[config.mk]
export PLATFORM = sky130hd
export DESIGN_NAME = phy_mgmt_control_status_regs
export DESIGN_NICKNAME = d
export VERILOG_FILES = /design/src/design/phy_mgmt_pkg.sv /design/src/design/phy_soft_reset_seq.sv /design/src/design/phy_mgmt_control_status_regs.sv
export SDC_FILE = /design/constraint.sdc
export NUM_CORES = 1
export LEC_CHECK = 0
export BUFFER_PORTS_ARGS = -buffer_cell sky130_fd_sc_hd__buf_4
export CELL_PAD_IN_SITES_DETAIL_PLACEMENT = 2
export CELL_PAD_IN_SITES_GLOBAL_PLACEMENT = 2
export CORE_ASPECT_RATIO = 0.6
export CORE_UTILIZATION = 32
export CTS_BUF_LIST = sky130_fd_sc_hd__clkbuf_16
export DETAILED_ROUTE_END_ITERATION = 7
export GPL_ROUTABILITY_DRIVEN = 0
export PLACE_DENSITY = 0.76
export SETUP_SLACK_MARGIN = 0.15
export SKIP_CTS_REPAIR_TIMING = 1
export SLEW_MARGIN = 10
export SYNTH_ARGS = -nofsm -noshare
export SYNTH_HDL_FRONTEND = slang
export SYNTH_SLANG_ARGS = --single-unit
export TNS_END_PERCENT = 1
[constraint.sdc]
create_clock -name ref_clk -period 2.63 [get_ports ref_clk]
set_clock_uncertainty 0.15 [all_clocks]
set_input_delay 0.789 -clock ref_clk [delete_from_list [all_inputs] [get_ports ref_clk]]
set_output_delay 0.789 -clock ref_clk [all_outputs]
set_load 0.01 [all_outputs]
[src/design/phy_mgmt_pkg.sv]
// constants and carrier types for the phy control and status register bank
`default_nettype none
package phy_mgmt_pkg;
   localparam int unsigned CLK_MHZ        = 250;
   localparam int unsigned NS_PER_US      = 1000;
   // descrambler dead time after loopback entry, longest figure, rounded down
   localparam int unsigned DEAD_TIME_NS   = 560;
   localparam int unsigned DEAD_TIME_CYC  = (DEAD_TIME_NS * CLK_MHZ) / NS_PER_US;
   // internal soft reset action length, least time, rounded up
   localparam int unsigned SRST_NS        = 1000;
   localparam int unsigned SRST_CYC       = (SRST_NS * CLK_MHZ + NS_PER_US - 1) / NS_PER_US;
   localparam int          CNT_W          = 8;

   localparam int          ADDR_W         = 5;
   localparam int          DATA_W         = 16;
   localparam logic [4:0]  ADDR_CTRL      = 5'h00;
   localparam logic [4:0]  ADDR_STAT      = 5'h01;

   localparam int          CTRL_RESET     = 15;
   localparam int          CTRL_LOOPBACK  = 14;
   localparam int          CTRL_SPEED     = 13;
   localparam int          CTRL_AN_EN     = 12;
   localparam int          CTRL_PWR_DOWN  = 11;
   localparam int          CTRL_AN_RESTART = 9;
   localparam int          CTRL_DUPLEX    = 8;
   localparam int          CTRL_COL_TEST  = 7;
   localparam logic [15:0] CTRL_DEFAULT   = 16'h3000;
   localparam logic [15:0] CTRL_WR_MASK   = 16'hFB80;

   localparam int          STAT_AN_DONE   = 5;
   localparam int          STAT_LINK      = 2;
   localparam int          STAT_JABBER    = 1;
   localparam logic [15:0] STAT_CONST     = 16'h7809;

   localparam logic [CNT_W-1:0] DEAD_LOAD = CNT_W'(DEAD_TIME_CYC);
   localparam logic [CNT_W-1:0] SRST_LOAD = CNT_W'(SRST_CYC);
   localparam logic [CNT_W-1:0] CNT_ONE   = 8'h01;
   localparam logic [CNT_W-1:0] CNT_ZERO  = 8'h00;
   localparam logic [15:0]      DATA_ZERO = 16'h0000;
   localparam logic [3:0]       NIB_ZERO  = 4'h0;

   typedef struct packed {
      logic              rd;
      logic              wr;
      logic [ADDR_W-1:0] addr;
      logic [DATA_W-1:0] wdata;
   } reg_req_t;

   typedef struct packed {
      logic              rvalid;
      logic [DATA_W-1:0] rdata;
   } reg_rsp_t;

   typedef struct packed {
      logic       en;
      logic [3:0] data;
   } nibble_t;

   typedef struct packed {
      logic ovr;
      logic val;
   } loop_cfg_t;

   typedef struct packed {
      logic speed_100;
      logic duplex_full;
      logic complete;
   } an_result_t;

   typedef enum logic [0:0] {
      SEQ_IDLE,
      SEQ_BUSY
   } seq_state_t;
endpackage : phy_mgmt_pkg
`default_nettype wire

[src/design/phy_soft_reset_seq.sv]
// sequencer that times the self-clearing soft reset action
`default_nettype none
module phy_soft_reset_seq (
   input  wire logic ref_clk,
   input  wire logic arst_n,
   input  wire logic start,
   output var  logic busy_q,
   output var  logic done_q
);
   import phy_mgmt_pkg::*;

   typedef struct packed {
      seq_state_t       st;
      logic [CNT_W-1:0] cnt;
      logic             busy;
      logic             done;
   } seq_t;

   seq_t s_q;
   seq_t s_d;

   always_comb begin
      s_d      = s_q;
      s_d.done = 1'b0;
      case (s_q.st)
         SEQ_IDLE: begin
            if (start) begin
               s_d.st   = SEQ_BUSY;
               s_d.cnt  = SRST_LOAD;
               s_d.busy = 1'b1;
            end
         end
         SEQ_BUSY: begin
            // a second start while busy is absorbed, the action is not stretched
            if (s_q.cnt == CNT_ONE) begin
               s_d.st   = SEQ_IDLE;
               s_d.cnt  = CNT_ZERO;
               s_d.busy = 1'b0;
               s_d.done = 1'b1;
            end else begin
               s_d.cnt = s_q.cnt - CNT_ONE;
            end
         end
         default: begin
            s_d.st   = SEQ_IDLE;
            s_d.busy = 1'b0;
         end
      endcase
   end

   always_ff @(posedge ref_clk or negedge arst_n) begin
      if (!arst_n) begin
         s_q <= '{st: SEQ_IDLE, cnt: CNT_ZERO, busy: 1'b0, done: 1'b0};
      end else begin
         s_q <= s_d;
      end
   end

   assign busy_q = s_q.busy;
   assign done_q = s_q.done;
endmodule : phy_soft_reset_seq
`default_nettype wire

[src/design/phy_mgmt_control_status_regs.sv]
// basic control and status registers of the phy unit with their line effects
// Behaviour
// - control bit 15 restores defaults, self clears
// - reset bit reads 1 until reset done
// - bit 14 loops transmit nibbles, isolates receiver
// - loopback entry gives 560 ns receive dead time
// - configuration loopback setting overrides bit 14
// - bit 13 picks speed, auto-negotiation off
// - bit 12 enables auto-negotiation, ignores 13/8
// - bit 11 selects low power state
// - bit 9 restarts auto-negotiation, self clears
// - bit 8 picks duplex, auto-negotiation off
// - loopback behaviour ignores duplex bit
// - bit 7 forces collision on transmit enable
// - status bits 14..11 read constant one
// - status bit 6 reads zero, preamble required
// - status bit 5 shows auto-negotiation done
// - status bit 2 link, latch low
// - status bit 1 jabber, latch high
// - status bit 3 reads constant one
// - status bit 0 one, bit 4 zero
`default_nettype none
module phy_mgmt_control_status_regs (
   input  wire logic                     ref_clk,
   input  wire logic                     arst_n,
   input  wire phy_mgmt_pkg::reg_req_t   reg_req,
   output var  phy_mgmt_pkg::reg_rsp_t   reg_rsp_q,
   input  wire phy_mgmt_pkg::nibble_t    tx_nib,
   input  wire phy_mgmt_pkg::nibble_t    line_rx_nib,
   output var  phy_mgmt_pkg::nibble_t    rx_nib_q,
   input  wire phy_mgmt_pkg::loop_cfg_t  loop_cfg,
   input  wire phy_mgmt_pkg::an_result_t an_result,
   input  wire logic                     link_ok,
   input  wire logic                     jabber_det,
   output var  logic                     loopback_q,
   output var  logic                     rx_isolate_q,
   output var  logic                     speed_100_q,
   output var  logic                     duplex_full_q,
   output var  logic                     power_down_q,
   output var  logic                     an_enable_q,
   output var  logic                     an_restart_q,
   output var  logic                     collision_q,
   output var  logic                     soft_reset_busy_q
);
   import phy_mgmt_pkg::*;

   typedef struct packed {
      logic [DATA_W-1:0] ctrl;
      logic              link_ll;
      logic              jab_lh;
      reg_rsp_t          rsp;
      nibble_t           rx;
      logic [CNT_W-1:0]  dead_cnt;
      logic              loop;
      logic              isolate;
      logic              speed_100;
      logic              duplex_full;
      logic              power_down;
      logic              an_en;
      logic              an_restart;
      logic              col;
   } state_t;

   localparam state_t STATE_RESET = '{
      ctrl:        CTRL_DEFAULT,
      link_ll:     1'b0,
      jab_lh:      1'b0,
      rsp:         '{rvalid: 1'b0, rdata: DATA_ZERO},
      rx:          '{en: 1'b0, data: NIB_ZERO},
      dead_cnt:    CNT_ZERO,
      loop:        1'b0,
      isolate:     1'b0,
      speed_100:   1'b1,
      duplex_full: 1'b0,
      power_down:  1'b0,
      an_en:       1'b1,
      an_restart:  1'b0,
      col:         1'b0
   };

   function automatic logic hit(input reg_req_t req, input logic [ADDR_W-1:0] a);
      hit = (req.addr == a);
   endfunction : hit

   function automatic logic power_down_eff(input logic [DATA_W-1:0] c);
      power_down_eff = c[CTRL_PWR_DOWN];
   endfunction : power_down_eff

   // the reset bit reads as set for the whole action, done cycle included
   function automatic logic [DATA_W-1:0] ctrl_word(input logic [DATA_W-1:0] c,
                                                    input logic              busy);
      ctrl_word             = c;
      ctrl_word[CTRL_RESET] = busy;
   endfunction : ctrl_word

   // constant abilities, preamble needed, no remote fault, reserved bits zero
   function automatic logic [DATA_W-1:0] stat_word(input logic done,
                                                    input logic link,
                                                    input logic jab);
      stat_word               = STAT_CONST;
      stat_word[STAT_AN_DONE] = done;
      stat_word[STAT_LINK]    = link;
      stat_word[STAT_JABBER]  = jab;
   endfunction : stat_word

   state_t s_q;
   state_t s_d;
   logic   srst_busy;
   logic   srst_done;
   logic   srst_start;
   logic   ctrl_wr;
   logic   stat_rd;
   logic   loop_eff;

   // reset request is taken only when idle, so a busy pulse cannot retrigger
   assign srst_start = ctrl_wr && reg_req.wdata[CTRL_RESET];

   phy_soft_reset_seq u_srst (
      .ref_clk (ref_clk),
      .arst_n  (arst_n),
      .start   (srst_start),
      .busy_q  (srst_busy),
      .done_q  (srst_done)
   );

   always_comb begin
      // writes are not serviced while the reset action runs
      ctrl_wr  = reg_req.wr && hit(reg_req, ADDR_CTRL) && !srst_busy;
      stat_rd  = reg_req.rd && hit(reg_req, ADDR_STAT) && !srst_busy;
      // configuration setting decides when it is asserted
      loop_eff = loop_cfg.ovr ? loop_cfg.val : s_q.ctrl[CTRL_LOOPBACK];
   end

   always_comb begin
      s_d = s_q;

      // control register write path
      if (ctrl_wr) begin
         // reserved bits are dropped; only defined bits are kept
         s_d.ctrl = reg_req.wdata & CTRL_WR_MASK;
         s_d.ctrl[CTRL_RESET] = 1'b0;
      end

      // self-clearing restart: one-cycle pulse out, bit never stays set
      s_d.an_restart = 1'b0;
      if (s_q.ctrl[CTRL_AN_RESTART]) begin
         s_d.an_restart = 1'b1;
         s_d.ctrl[CTRL_AN_RESTART] = 1'b0;
      end

      // latched status flags; a read reloads from the present condition,
      // so an event in the read cycle is never lost
      if (stat_rd) begin
         s_d.link_ll = link_ok;
         s_d.jab_lh  = jabber_det;
      end else begin
         s_d.link_ll = s_q.link_ll & link_ok;
         s_d.jab_lh  = s_q.jab_lh | jabber_det;
      end

      // a status write falls through with no branch that stores it

      // effective modes from the control bits
      s_d.loop        = loop_eff;
      s_d.isolate     = loop_eff;
      s_d.power_down  = s_q.ctrl[CTRL_PWR_DOWN];
      s_d.an_en       = s_q.ctrl[CTRL_AN_EN];
      if (s_q.ctrl[CTRL_AN_EN]) begin
         // forced speed and duplex are ignored here
         s_d.speed_100   = an_result.speed_100;
         s_d.duplex_full = an_result.duplex_full;
      end else begin
         s_d.speed_100   = s_q.ctrl[CTRL_SPEED];
         s_d.duplex_full = s_q.ctrl[CTRL_DUPLEX];
      end
      // both duplex modes are supported, so the bit is held as written;
      // loopback runs full duplex whatever the bit says
      if (loop_eff) begin
         s_d.duplex_full = 1'b1;
      end

      // forced collision follows transmit enable
      s_d.col = s_q.ctrl[CTRL_COL_TEST] && tx_nib.en;

      // dead time starts on the rising edge of effective loopback
      if (loop_eff && !s_q.loop) begin
         s_d.dead_cnt = DEAD_LOAD;
      end else if (s_q.dead_cnt != CNT_ZERO) begin
         s_d.dead_cnt = s_q.dead_cnt - CNT_ONE;
      end

      // receive nibble path
      if (power_down_eff(s_q.ctrl)) begin
         s_d.rx = '{en: 1'b0, data: NIB_ZERO};
      end else if (loop_eff) begin
         // network side is not looked at while looping back
         s_d.rx = tx_nib;
         if (s_q.dead_cnt != CNT_ZERO || !s_q.loop) begin
            // descrambler resync window: nothing valid is delivered
            s_d.rx.en = 1'b0;
         end
      end else begin
         s_d.rx = line_rx_nib;
      end

      // completion of the soft reset returns every register to default
      if (srst_done) begin
         s_d = STATE_RESET;
      end

      // read response, one cycle after the request; built after the reset
      // so a read in the cycle that ends the reset is still answered
      s_d.rsp.rvalid = reg_req.rd;
      s_d.rsp.rdata  = DATA_ZERO;
      if (reg_req.rd && hit(reg_req, ADDR_CTRL)) begin
         // defaults only show the cycle after done, so done still reads busy
         s_d.rsp.rdata = ctrl_word(s_q.ctrl, srst_busy || srst_start || srst_done);
      end else if (reg_req.rd && hit(reg_req, ADDR_STAT)) begin
         s_d.rsp.rdata = stat_word(an_result.complete, s_q.link_ll, s_q.jab_lh);
      end
   end

   always_ff @(posedge ref_clk or negedge arst_n) begin
      if (!arst_n) begin
         s_q <= STATE_RESET;
      end else begin
         s_q <= s_d;
      end
   end

   assign reg_rsp_q         = s_q.rsp;
   assign rx_nib_q          = s_q.rx;
   assign loopback_q        = s_q.loop;
   assign rx_isolate_q      = s_q.isolate;
   assign speed_100_q       = s_q.speed_100;
   assign duplex_full_q     = s_q.duplex_full;
   assign power_down_q      = s_q.power_down;
   assign an_enable_q       = s_q.an_en;
   assign an_restart_q      = s_q.an_restart;
   assign collision_q       = s_q.col;
   assign soft_reset_busy_q = srst_busy;
endmodule : phy_mgmt_control_status_regs
`default_nettype wire

==> impl_results.md, run 1 <==
- Clock sink count: 53
- I/O Pins: 73
- Max Cap Viol: 0
- GRT Resource Usage Total: 18.1%
- Grt met2 use: 28.7%
- Number of global-route vias before repair: 2091
- Achievable Freq: 0.432 GHz
- Initial Util: 33.6%
- Post-DP HPWL: 4970 µm
- Busiest grt layer: met2
- Syn avg cell area: 10.9 µm²
- Reg power frac: 49.8%
- Critical path required time: 2.69 ns
- Worst setup EP type: register
- Clock power frac: 34.1%
- Yosys Warn Count: 0
- Leakage Power: 1.51 nW
- Design Power: 1.94 mW
- Tcrit/Tclk final: 88.1%
- Worst path cell trace: inv_1 -> ha_1 -> or4b_1 -> buf_4 -> or4b_1 -> a21oi_1
- CTS buffer count: 5
- Antenna Cells: 0
- Switching share of total power: 28.5%
- Top cells by count, synth: dfrtp_1, buf_4, a21oi_1
- Switch Pwr: 0.552 mW
- Slew Limit Fails: 0
- Synth Cell Area: 0.00247 mm²
- Die area: 0.00810 mm²
- Max rail drop VDD: 0.000261 V
- RSZ-0062 raised after global routing: false
- Wire per inst: 17.5 µm
- Clk_lat worst skew: 0.29 ns
- EDFF count, synth: 0
- Met3 Resource Use GR: 3.99%
- Antenna Nets Post-Route: 0
- CP Max Fanout: 6
- Hold_ws: 0.346 ns
- Minimum clock period: 2.32 ns
- Die X-Extent: 116 µm
- Drt via density: 4.95
- Layout fillers: 787
- CTS tree: yes
- Combinational fraction of design power: 16.2%
- Cell mode on critical path: or4b_1
- Initial drt markers: 60
- Async S/R FF share, synth: 100%
- Sequential area share after synthesis: 53.8%
- Drt total wl: 6690 µm
- Layout cells sized above 1: 33.7%
- Area share of the largest cell type after synthesis: 49.5%
- WS Path Type: reg2reg
- Setup WS pre-CTS: 0.234 ns
- DRC: 0
- Vias: 1894
- Clock buffer depth: 2
- Register Area: 0.00133 mm²
- Slowest Stage Delay on Critical Path: 0.51 ns
- Area of the multi-input gates: 921 µm²
- First-pass GRT wire length: 10900 µm
- Core area: 0.00736 mm²
- Power density over the cells: 628 mW/mm²
- Critical Path Source: s_q[8]
- Largest net degree at the start of global routing: 54
- Root Buffer: clkbuf_16
- Worst rel slew slack: 44.8%
- Setup ws final: 0.314 ns
- Hold Startpoint: s_q[39]
- Worst flop-to-flop path startpoint: s_q[8]
- WP data arrival: 2.38 ns
- Synth area leader: dfrtp_1
- Clk slew on worst S/H paths: 0.07 ns
- Final setup viols: 0
- Internal power: 1.39 mW
- Outcome: finished clean
- Pre-antenna DRT Iters: 4
- Placed cell count: 375
- Tightest Pin Transition: 0.820 ns
- Fin nets: 323
- CP max stage cell: or4b_1
- Top post-synthesis cells by area: dfrtp_1, buf_4, dfstp_2
- H-tree levels: 2
- Most common cell in the synthesized netlist: dfrtp_1
- Yosys reg bits: 53
- Primary FF master, synth: dfrtp_1
- CP Launch Type: register
- Total negative slack: 0 ns
- Synth Instances: 228
- Class of the worst hold path: reg2reg
- Synth-to-layout area growth: 24.8%
- Port bufs: 61
- GR met1 Demand/Resource: 24.8%
- Die height: 70.1 µm
- Rows: 24
- Final Hold Viols: 0
- Count of cell types in the netlist: 52
- Initial antenna violation count: 0
- Grt total ovfl: 0
- Final Non-Filler Cells: 383
[per-stage QoR]
stage          cell area (µm²)  util, %
3_5_place_dp              2950     40.0
4_1_cts                   3090     42.0
3_3_place_gp              2950     40.0
2_1_floorplan             2480        -
6_report                  3090     42.0
5_1_grt                   3090     42.0
[kinds of logic (layout without fill, tap and decap cells)]
| logic type | after synthesis | after routing | synth area share [%] |
|---|---|---|---|
| AOI/OAI and AO/OA | 51 | 51 | 13.7 |
| xor gates and xnor gates | 3 | 3 | 1.06 |
| adders and majority gates | 3 | 3 | 1.52 |
| buffers and inverters | 38 | 87 | 9.30 |
| DFF | 53 | 53 | 53.8 |
| muxes | 7 | 7 | 2.83 |
| other | 1 | 3 | 0.152 |
| and+or+nand+nor | 72 | 72 | 17.6 |
[critical path, delay by kind of cell, from the launching register on]
kind	cells	cell delay [ns]
AND/OR/NAND/NOR	2	0.98
AO/OA/AOI/OAI	1	0.14
adder cells (fa/ha/maj)	1	0.24
buffers and inverters	2	0.29
flip-flops	1	0.43
[power by group through the flow]
stage	logic [mW]	clock network (mW)	registers (mW)
after floorplan	0.197	0	0.950
after global placement	0.297	0	0.971
after detailed placement	0.316	0	0.977
after CTS	0.319	0.681	0.963
after global routing	0.350	0.719	0.974
final	0.314	0.661	0.965
[final cells by class]
cell class              count  area share (%)
multi-input cells         139            29.8
repair buffers             71            17.3
flip-flops and latches     53            43.1
well taps                 104            4.21
clock buffers               5            4.05
inverters                   8           0.972
clock inverters             3           0.567
[sequential cells by signal, indices dropped and copies added, names as in the netlist]
| name | flops |
|---|---|
| an_enable_q | 1 |
| an_restart_q | 1 |
| collision_q | 1 |
| duplex_full_q | 1 |
| power_down_q | 1 |
| reg_rsp_q | 13 |
| rx_isolate_q | 1 |
| rx_nib_q | 5 |
| s_q | 17 |
| speed_100_q | 1 |
| u_srst.busy_q | 1 |
| u_srst.done_q | 1 |
| u_srst.s_q | 9 |
[cells in the final DEF, fill, tap and decap left out, drive strengths merged, types with 4 or more instances in the layout]
cell	count
buf	71
dfrtp	49
a21oi	12
nor3	11
o21ai	11
inv	10
nand2	9
nand3	9
mux2i	7
nor2	7
and2	6
o211ai	5
clkbuf	5
or4	4
a21o	4
dfstp	4
or3	4
or4b	4
[worst paths after layout]
check                      cells past startpoint  slack, ns           end
max reg2reg                                    6       0.31       s_q[14]
max in group asynchronous                      1       1.46       s_q[51]
max                                            6       0.31       s_q[14]
min in group asynchronous                      1       0.36   rx_nib_q[2]
min                                            1       0.35  reg_rsp_q[2]
min reg2reg                                    1       0.35  reg_rsp_q[2]
[per-layer routing]
metal | vias up | routed length, µm
met5 | - | 0
li1 | 898 | -
met2 | 48 | 2970
met3 | 5 | 317
met4 | 0 | 55
met1 | 943 | 3350
Power figures use the tool's default switching activity.
==> run 2: changes to the inputs <==
--- a/config.mk
+++ b/config.mk
@@ -13,7 +13,7 @@
 export CTS_BUF_LIST = sky130_fd_sc_hd__clkbuf_16
 export DETAILED_ROUTE_END_ITERATION = 7
 export GPL_ROUTABILITY_DRIVEN = 0
-export PLACE_DENSITY = 0.76
+export PLACE_DENSITY_LB_ADDON = 0.1
 export SETUP_SLACK_MARGIN = 0.15
 export SKIP_CTS_REPAIR_TIMING = 1
 export SLEW_MARGIN = 10
==> run 2 against run 1 <==
  * Final cell count down 0.26%
  * Highest routed layer unchanged
  * Critical endpoint unchanged
  * Largest cell class unchanged
  * Maximum frequency up 1.4%
  * Via count down 0.32%
  * Clock power down 1%
  * Design area down 0.24%
  * Hold slack better by 0.0016 ns
  * Global-route usage about the same
  * Die area unchanged
  * Count of clock-buffer cells in the layout unchanged
  * Combinational power about the same
==> impl_results.md, run 2 (synthesized netlist as in run 1, its figures left out) <==
- Port bufs: 61
- Rows: 24
- Most frequent cells in the layout: buf_4, dfrtp_1, a21oi_1
- Wire per inst: 17.4 µm
- Initial Util: 33.6%
- Most common cell after layout, fill and taps aside: buf_4
- Pre-antenna DRT Iters: 4
- Hold_ws: 0.348 ns
- Vias: 1888
- Number of flip-flops under the largest register name: 17
- Met3 Resource Use GR: 4.43%
- Worst rel slew slack: 43.7%
- GR met1 Demand/Resource: 26.5%
- Die X-Extent: 116 µm
- WS Path Type: reg2reg
- Clk_lat worst skew: 0.29 ns
- Antenna Cells: 0
- Root Buffer: clkbuf_16
- Total negative slack: 0 ns
- Minimum clock period: 2.29 ns
- Cell area after layout: 0.00308 mm²
- CP Max Fanout: 6
- GRT Resource Usage Total: 18.2%
- Post-DP HPWL: 4800 µm
- Clk slew on worst S/H paths: 0.07 ns
- Final setup viols: 0
- Core area: 0.00736 mm²
- Initial drt markers: 97
- First-pass GRT wire length: 11000 µm
- Placed cell count: 374
- Grt met2 use: 26.7%
- Largest Register: s_q
- Antenna Nets Post-Route: 0
- Fin nets: 322
- Grt total ovfl: 0
- Register Area: 0.00133 mm²
- DRC: 0
- CTS buffer count: 5
- Die height: 70.1 µm
- Clock buffer depth: 2
- Slew Limit Fails: 0
- Leakage Power: 1.50 nW
- Power density over the cells: 626 mW/mm²
- Drt total wl: 6660 µm
- Cell Area, Placed: 0.00294 mm²
- Critical path required time: 2.69 ns
- Final core utilization: 41.9%
- Die area: 0.00810 mm²
- Layout fillers: 788
- Number of global-route vias before repair: 2082
- Clock sink count: 53
- Final Non-Filler Cells: 382
- Worst setup EP type: register
- Outcome: finished clean
- Achievable Freq: 0.438 GHz
- Largest net degree at the start of global routing: 54
- Reg2Reg Depth: 6
- Class of the worst hold path: reg2reg
- CTS tree: yes
- Max Cap Viol: 0
- WHS Path Cells: 1
- Layout cells sized above 1: 33.5%
- Max rail drop VDD: 0.000265 V
- Synth-to-layout area growth: 24.5%
- I/O Pins: 73
- Drt via density: 4.94
- Tcrit/Tclk final: 86.9%
- Area of the multi-input gates: 921 µm²
- H-tree levels: 2
- Initial antenna violation count: 0
- Final Hold Viols: 0
- Busiest grt layer: met2
- WP data arrival: 2.35 ns
- Tightest Pin Transition: 0.835 ns
- CP Launch Type: register
- RSZ-0062 raised after global routing: false
-- run 2: path summary, 6_finish.rpt --
check	from	slack, ns	to
worst max register to register	s_q[9]	0.34	s_q[14]
worst min register to register	s_q[39]	0.35	reg_rsp_q[2]
worst max-delay path	s_q[9]	0.34	s_q[14]
max in group asynchronous	arst_n	1.49	reg_rsp_q[3]
worst min-delay path	s_q[39]	0.35	reg_rsp_q[2]
min in group asynchronous	arst_n	0.38	u_srst.s_q[9]
-- run 2: cell type report --
| cell class | instances | area share (%) |
|---|---|---|
| Sequential cell | 53 | 43.2 |
| Multi-Input combinational cell | 139 | 29.9 |
| Timing Repair Buffer | 70 | 17.1 |
| Tap cell | 104 | 4.22 |
| Clock buffer | 5 | 4.06 |
| Inverter | 8 | 0.975 |
| Clock inverter | 3 | 0.569 |
-- run 2: routing by layer --
metal / share of wire, % / wire length (µm) / vias to the layer above
met5: 0 / 0 / -
met4: 1.1 / 71 / 0
met3: 4.9 / 328 / 8
met2: 43 / 2890 / 43
met1: 51 / 3370 / 942
li1: - / - / 895
-- run 2: worst max-delay path: stages, from the launching register on --
cell	delay, ns
dfrtp_1	0.43
inv_1	0.11
ha_1	0.22
or4b_1	0.50
buf_4	0.19
or4b_1	0.46
a21oi_1	0.15
-- run 2: stage by stage --
step           power, mW  setup WS, ns
2_1_floorplan       1.15         0.394
6_report            1.93         0.345
5_1_grt             2.04         0.236
4_1_cts             1.96         0.337
3_3_place_gp        1.27         0.271
3_5_place_dp        1.29         0.302
-- run 2: where the power goes --
part	internal [mW]	switching [mW]
sequential	0.880	0.0832
combinational	0.155	0.155
clock	0.352	0.302
total	1.39	0.540
==> run 3: changes to the inputs <==
--- a/config.mk
+++ b/config.mk
@@ -5,11 +5,12 @@
 export SDC_FILE = /design/constraint.sdc
 export NUM_CORES = 1
 export LEC_CHECK = 0
+export ABC_AREA = 1
 export BUFFER_PORTS_ARGS = -buffer_cell sky130_fd_sc_hd__buf_4
 export CELL_PAD_IN_SITES_DETAIL_PLACEMENT = 2
 export CELL_PAD_IN_SITES_GLOBAL_PLACEMENT = 2
 export CORE_ASPECT_RATIO = 0.6
-export CORE_UTILIZATION = 32
+export CORE_UTILIZATION = 30
 export CTS_BUF_LIST = sky130_fd_sc_hd__clkbuf_16
 export DETAILED_ROUTE_END_ITERATION = 7
 export GPL_ROUTABILITY_DRIVEN = 0
==> run 3 against run 2 <==
  * Worst setup slack improved by 0.42 ns
  * First-iteration DRC count fell by 34%
  * Count of clock-buffer cells in the layout did not move
  * Global-route usage fell by 0.64 points
  * Area after synthesis rose by 6.2%
  * Critical endpoint is now an_enable_q
  * Sequential power fell by 4.4%
  * Critical path type is now reg2out
==> impl_results.md, run 3 <==
- Synth area leader: dfrtp_1
- Leakage Power: 1.72 nW
- Minimum clock period: 1.86 ns
- Number of global-route vias before repair: 2210
- Achievable Freq: 0.537 GHz
- Initial drt markers: 64
- CTS tree: yes
- Worst rel slew slack: 53.4%
- Initial Util: 31.0%
- Max Cap Viol: 0
- GR met1 Demand/Resource: 25.6%
- CP Max Fanout: 1
- Compound-cell area share of the yosys netlist: 7.62%
- Die area: 0.00915 mm²
- Synth Instances: 308
- Final core utilization: 37.7%
- Fin nets: 399
- Design Power: 1.93 mW
- First-pass GRT wire length: 11800 µm
- I/O Pins: 73
- Slowest Stage Delay on Critical Path: 0.52 ns
- Die X-Extent: 123 µm
- CP Launch Type: register
- Busiest grt layer: met1
- Final setup viols: 0
- Power density over the cells: 604 mW/mm²
- Synth-to-layout area growth: 21.6%
- Most frequent cells in the layout: buf_4, dfrtp_1, nor2_1
- Synth Area in XOR/XNOR: 0.333%
- Top post-synthesis cells by area: dfrtp_1, nor2_1, buf_4
- Met3 Resource Use GR: 4.98%
- Count of cell types in the netlist: 28
- Clk_lat worst skew: 0.29 ns
- Initial antenna violation count: 0
- Async S/R FF share, synth: 100%
- Synth Cell Area: 0.00263 mm²
- GRT Resource Usage Total: 17.5%
- WS Path Type: reg2out
- Sequential area share after synthesis: 50.6%
- Antenna Nets Post-Route: 0
- Tcrit/Tclk final: 70.9%
- CTS buffer count: 5
- Mux contribution to synthesized area: 0%
- Layout cells sized above 1: 27.0%
- DRC: 0
- Drt via density: 4.57
- Top cells by count, synth: dfrtp_1, nor2_1, nand2_1
- Antenna Cells: 0
- Total negative slack: 0 ns
- Clock sink count: 53
- Largest Register: s_q
- Outcome: finished clean
- Class of the worst hold path: in2async
- Most common cell in the synthesized netlist: dfrtp_1
- Die height: 74.5 µm
- Yosys reg bits: 53
- Primary FF master, synth: dfrtp_1
- Drt total wl: 7390 µm
- CP max stage cell: dfstp_2
- Pre-antenna DRT Iters: 4
- Rows: 26
- Tightest Pin Transition: 0.699 ns
- Clock buffer depth: 2
- Yosys Warn Count: 0
- WP data arrival: 0.92 ns
- Most common cell after layout, fill and taps aside: buf_4
- Bufs and invs on worst path: 1
- Grt total ovfl: 0
- Worst setup EP type: primary output
- Number of flip-flops under the largest register name: 17
- H-tree levels: 2
- Register Area: 0.00133 mm²
- Root Buffer: clkbuf_16
- Largest net degree at the start of global routing: 54
- Post-DP HPWL: 5550 µm
- EDFF count, synth: 0
- Area share of the largest cell type after synthesis: 46.6%
- Largest family of logic cells by synthesized area: simple AND/OR/NAND/NOR gates
- Syn avg cell area: 8.53 µm²
- Slew Limit Fails: 0
- Simple-gate share of the synthesized area: 25.8%
- Worst path cell trace: buf_4
- Final Hold Viols: 0
- Grt met2 use: 25.4%
- Wire per inst: 15.8 µm
- Port bufs: 61
- Clk slew on worst S/H paths: 0.07 ns
- Vias: 2132
- Post-Synth Adder-Cell Area: 1.43%
- Max rail drop VDD: 0.000224 V
- RSZ-0062 raised after global routing: false
- Layout fillers: 938
- Area of the multi-input gates: 937 µm²
- CP delay by family, top: flip-flops
- Critical path required time: 1.69 ns
- Core area: 0.00849 mm²
## run 3: worst paths after layout
check | start | end | slack [ns] | cells past startpoint
min | arst_n | s_q[13] | 0.37 | 1
min in group ref_clk | s_q[38] | reg_rsp_q[1] | 0.37 | 2
max in group asynchronous | arst_n | u_srst.s_q[5] | 1.48 | 1
min reg2reg | s_q[38] | reg_rsp_q[1] | 0.37 | 2
max | an_enable_q | an_enable_q | 0.77 | 1
max reg2reg | s_q[8] | s_q[11] | 0.81 | 7
## run 3: area by class of cell
cell class | instances | share of cell area (%)
inverter | 48 | 5.64
timing repair buffer | 62 | 14.6
clock inverter | 3 | 0.548
clock buffer | 5 | 3.91
tap | 112 | 4.38
multi-input combinational | 184 | 29.3
sequential | 53 | 41.6
## run 3: layer usage
| metal | up-vias | share of wire [%] |
|---|---|---|
| met5 | - | 0 |
| met4 | 0 | 0.70 |
| met3 | 5 | 5.7 |
| met2 | 53 | 41 |
| met1 | 1046 | 53 |
| li1 | 1028 | - |
## run 3: where the power goes
| part | internal (mW) | switching (mW) | total (mW) |
|---|---|---|---|
| clock network | 0.351 | 0.309 | 0.660 |
| registers | 0.885 | 0.0363 | 0.921 |
| logic | 0.142 | 0.210 | 0.352 |
## run 3: per-stage QoR
step                area (µm²)  instances  hold WS, ns  setup slack [ns]
floorplan                 2640        310        0.299             0.961
global placement          3050        459        0.335             0.667
detailed placement        3050        459        0.343             0.582
CTS                       3200        467        0.369             0.749
global route              3200        467        0.370             0.680
finish                    3200        467        0.371             0.766
## run 3: kinds of logic after synthesis
group | after synthesis
and+or+nand+nor | 141
buffers and inverters | 73
DFF | 53
AOI/OAI and AO/OA | 36
adders and majority gates | 3
xor gates and xnor gates | 1
other | 1
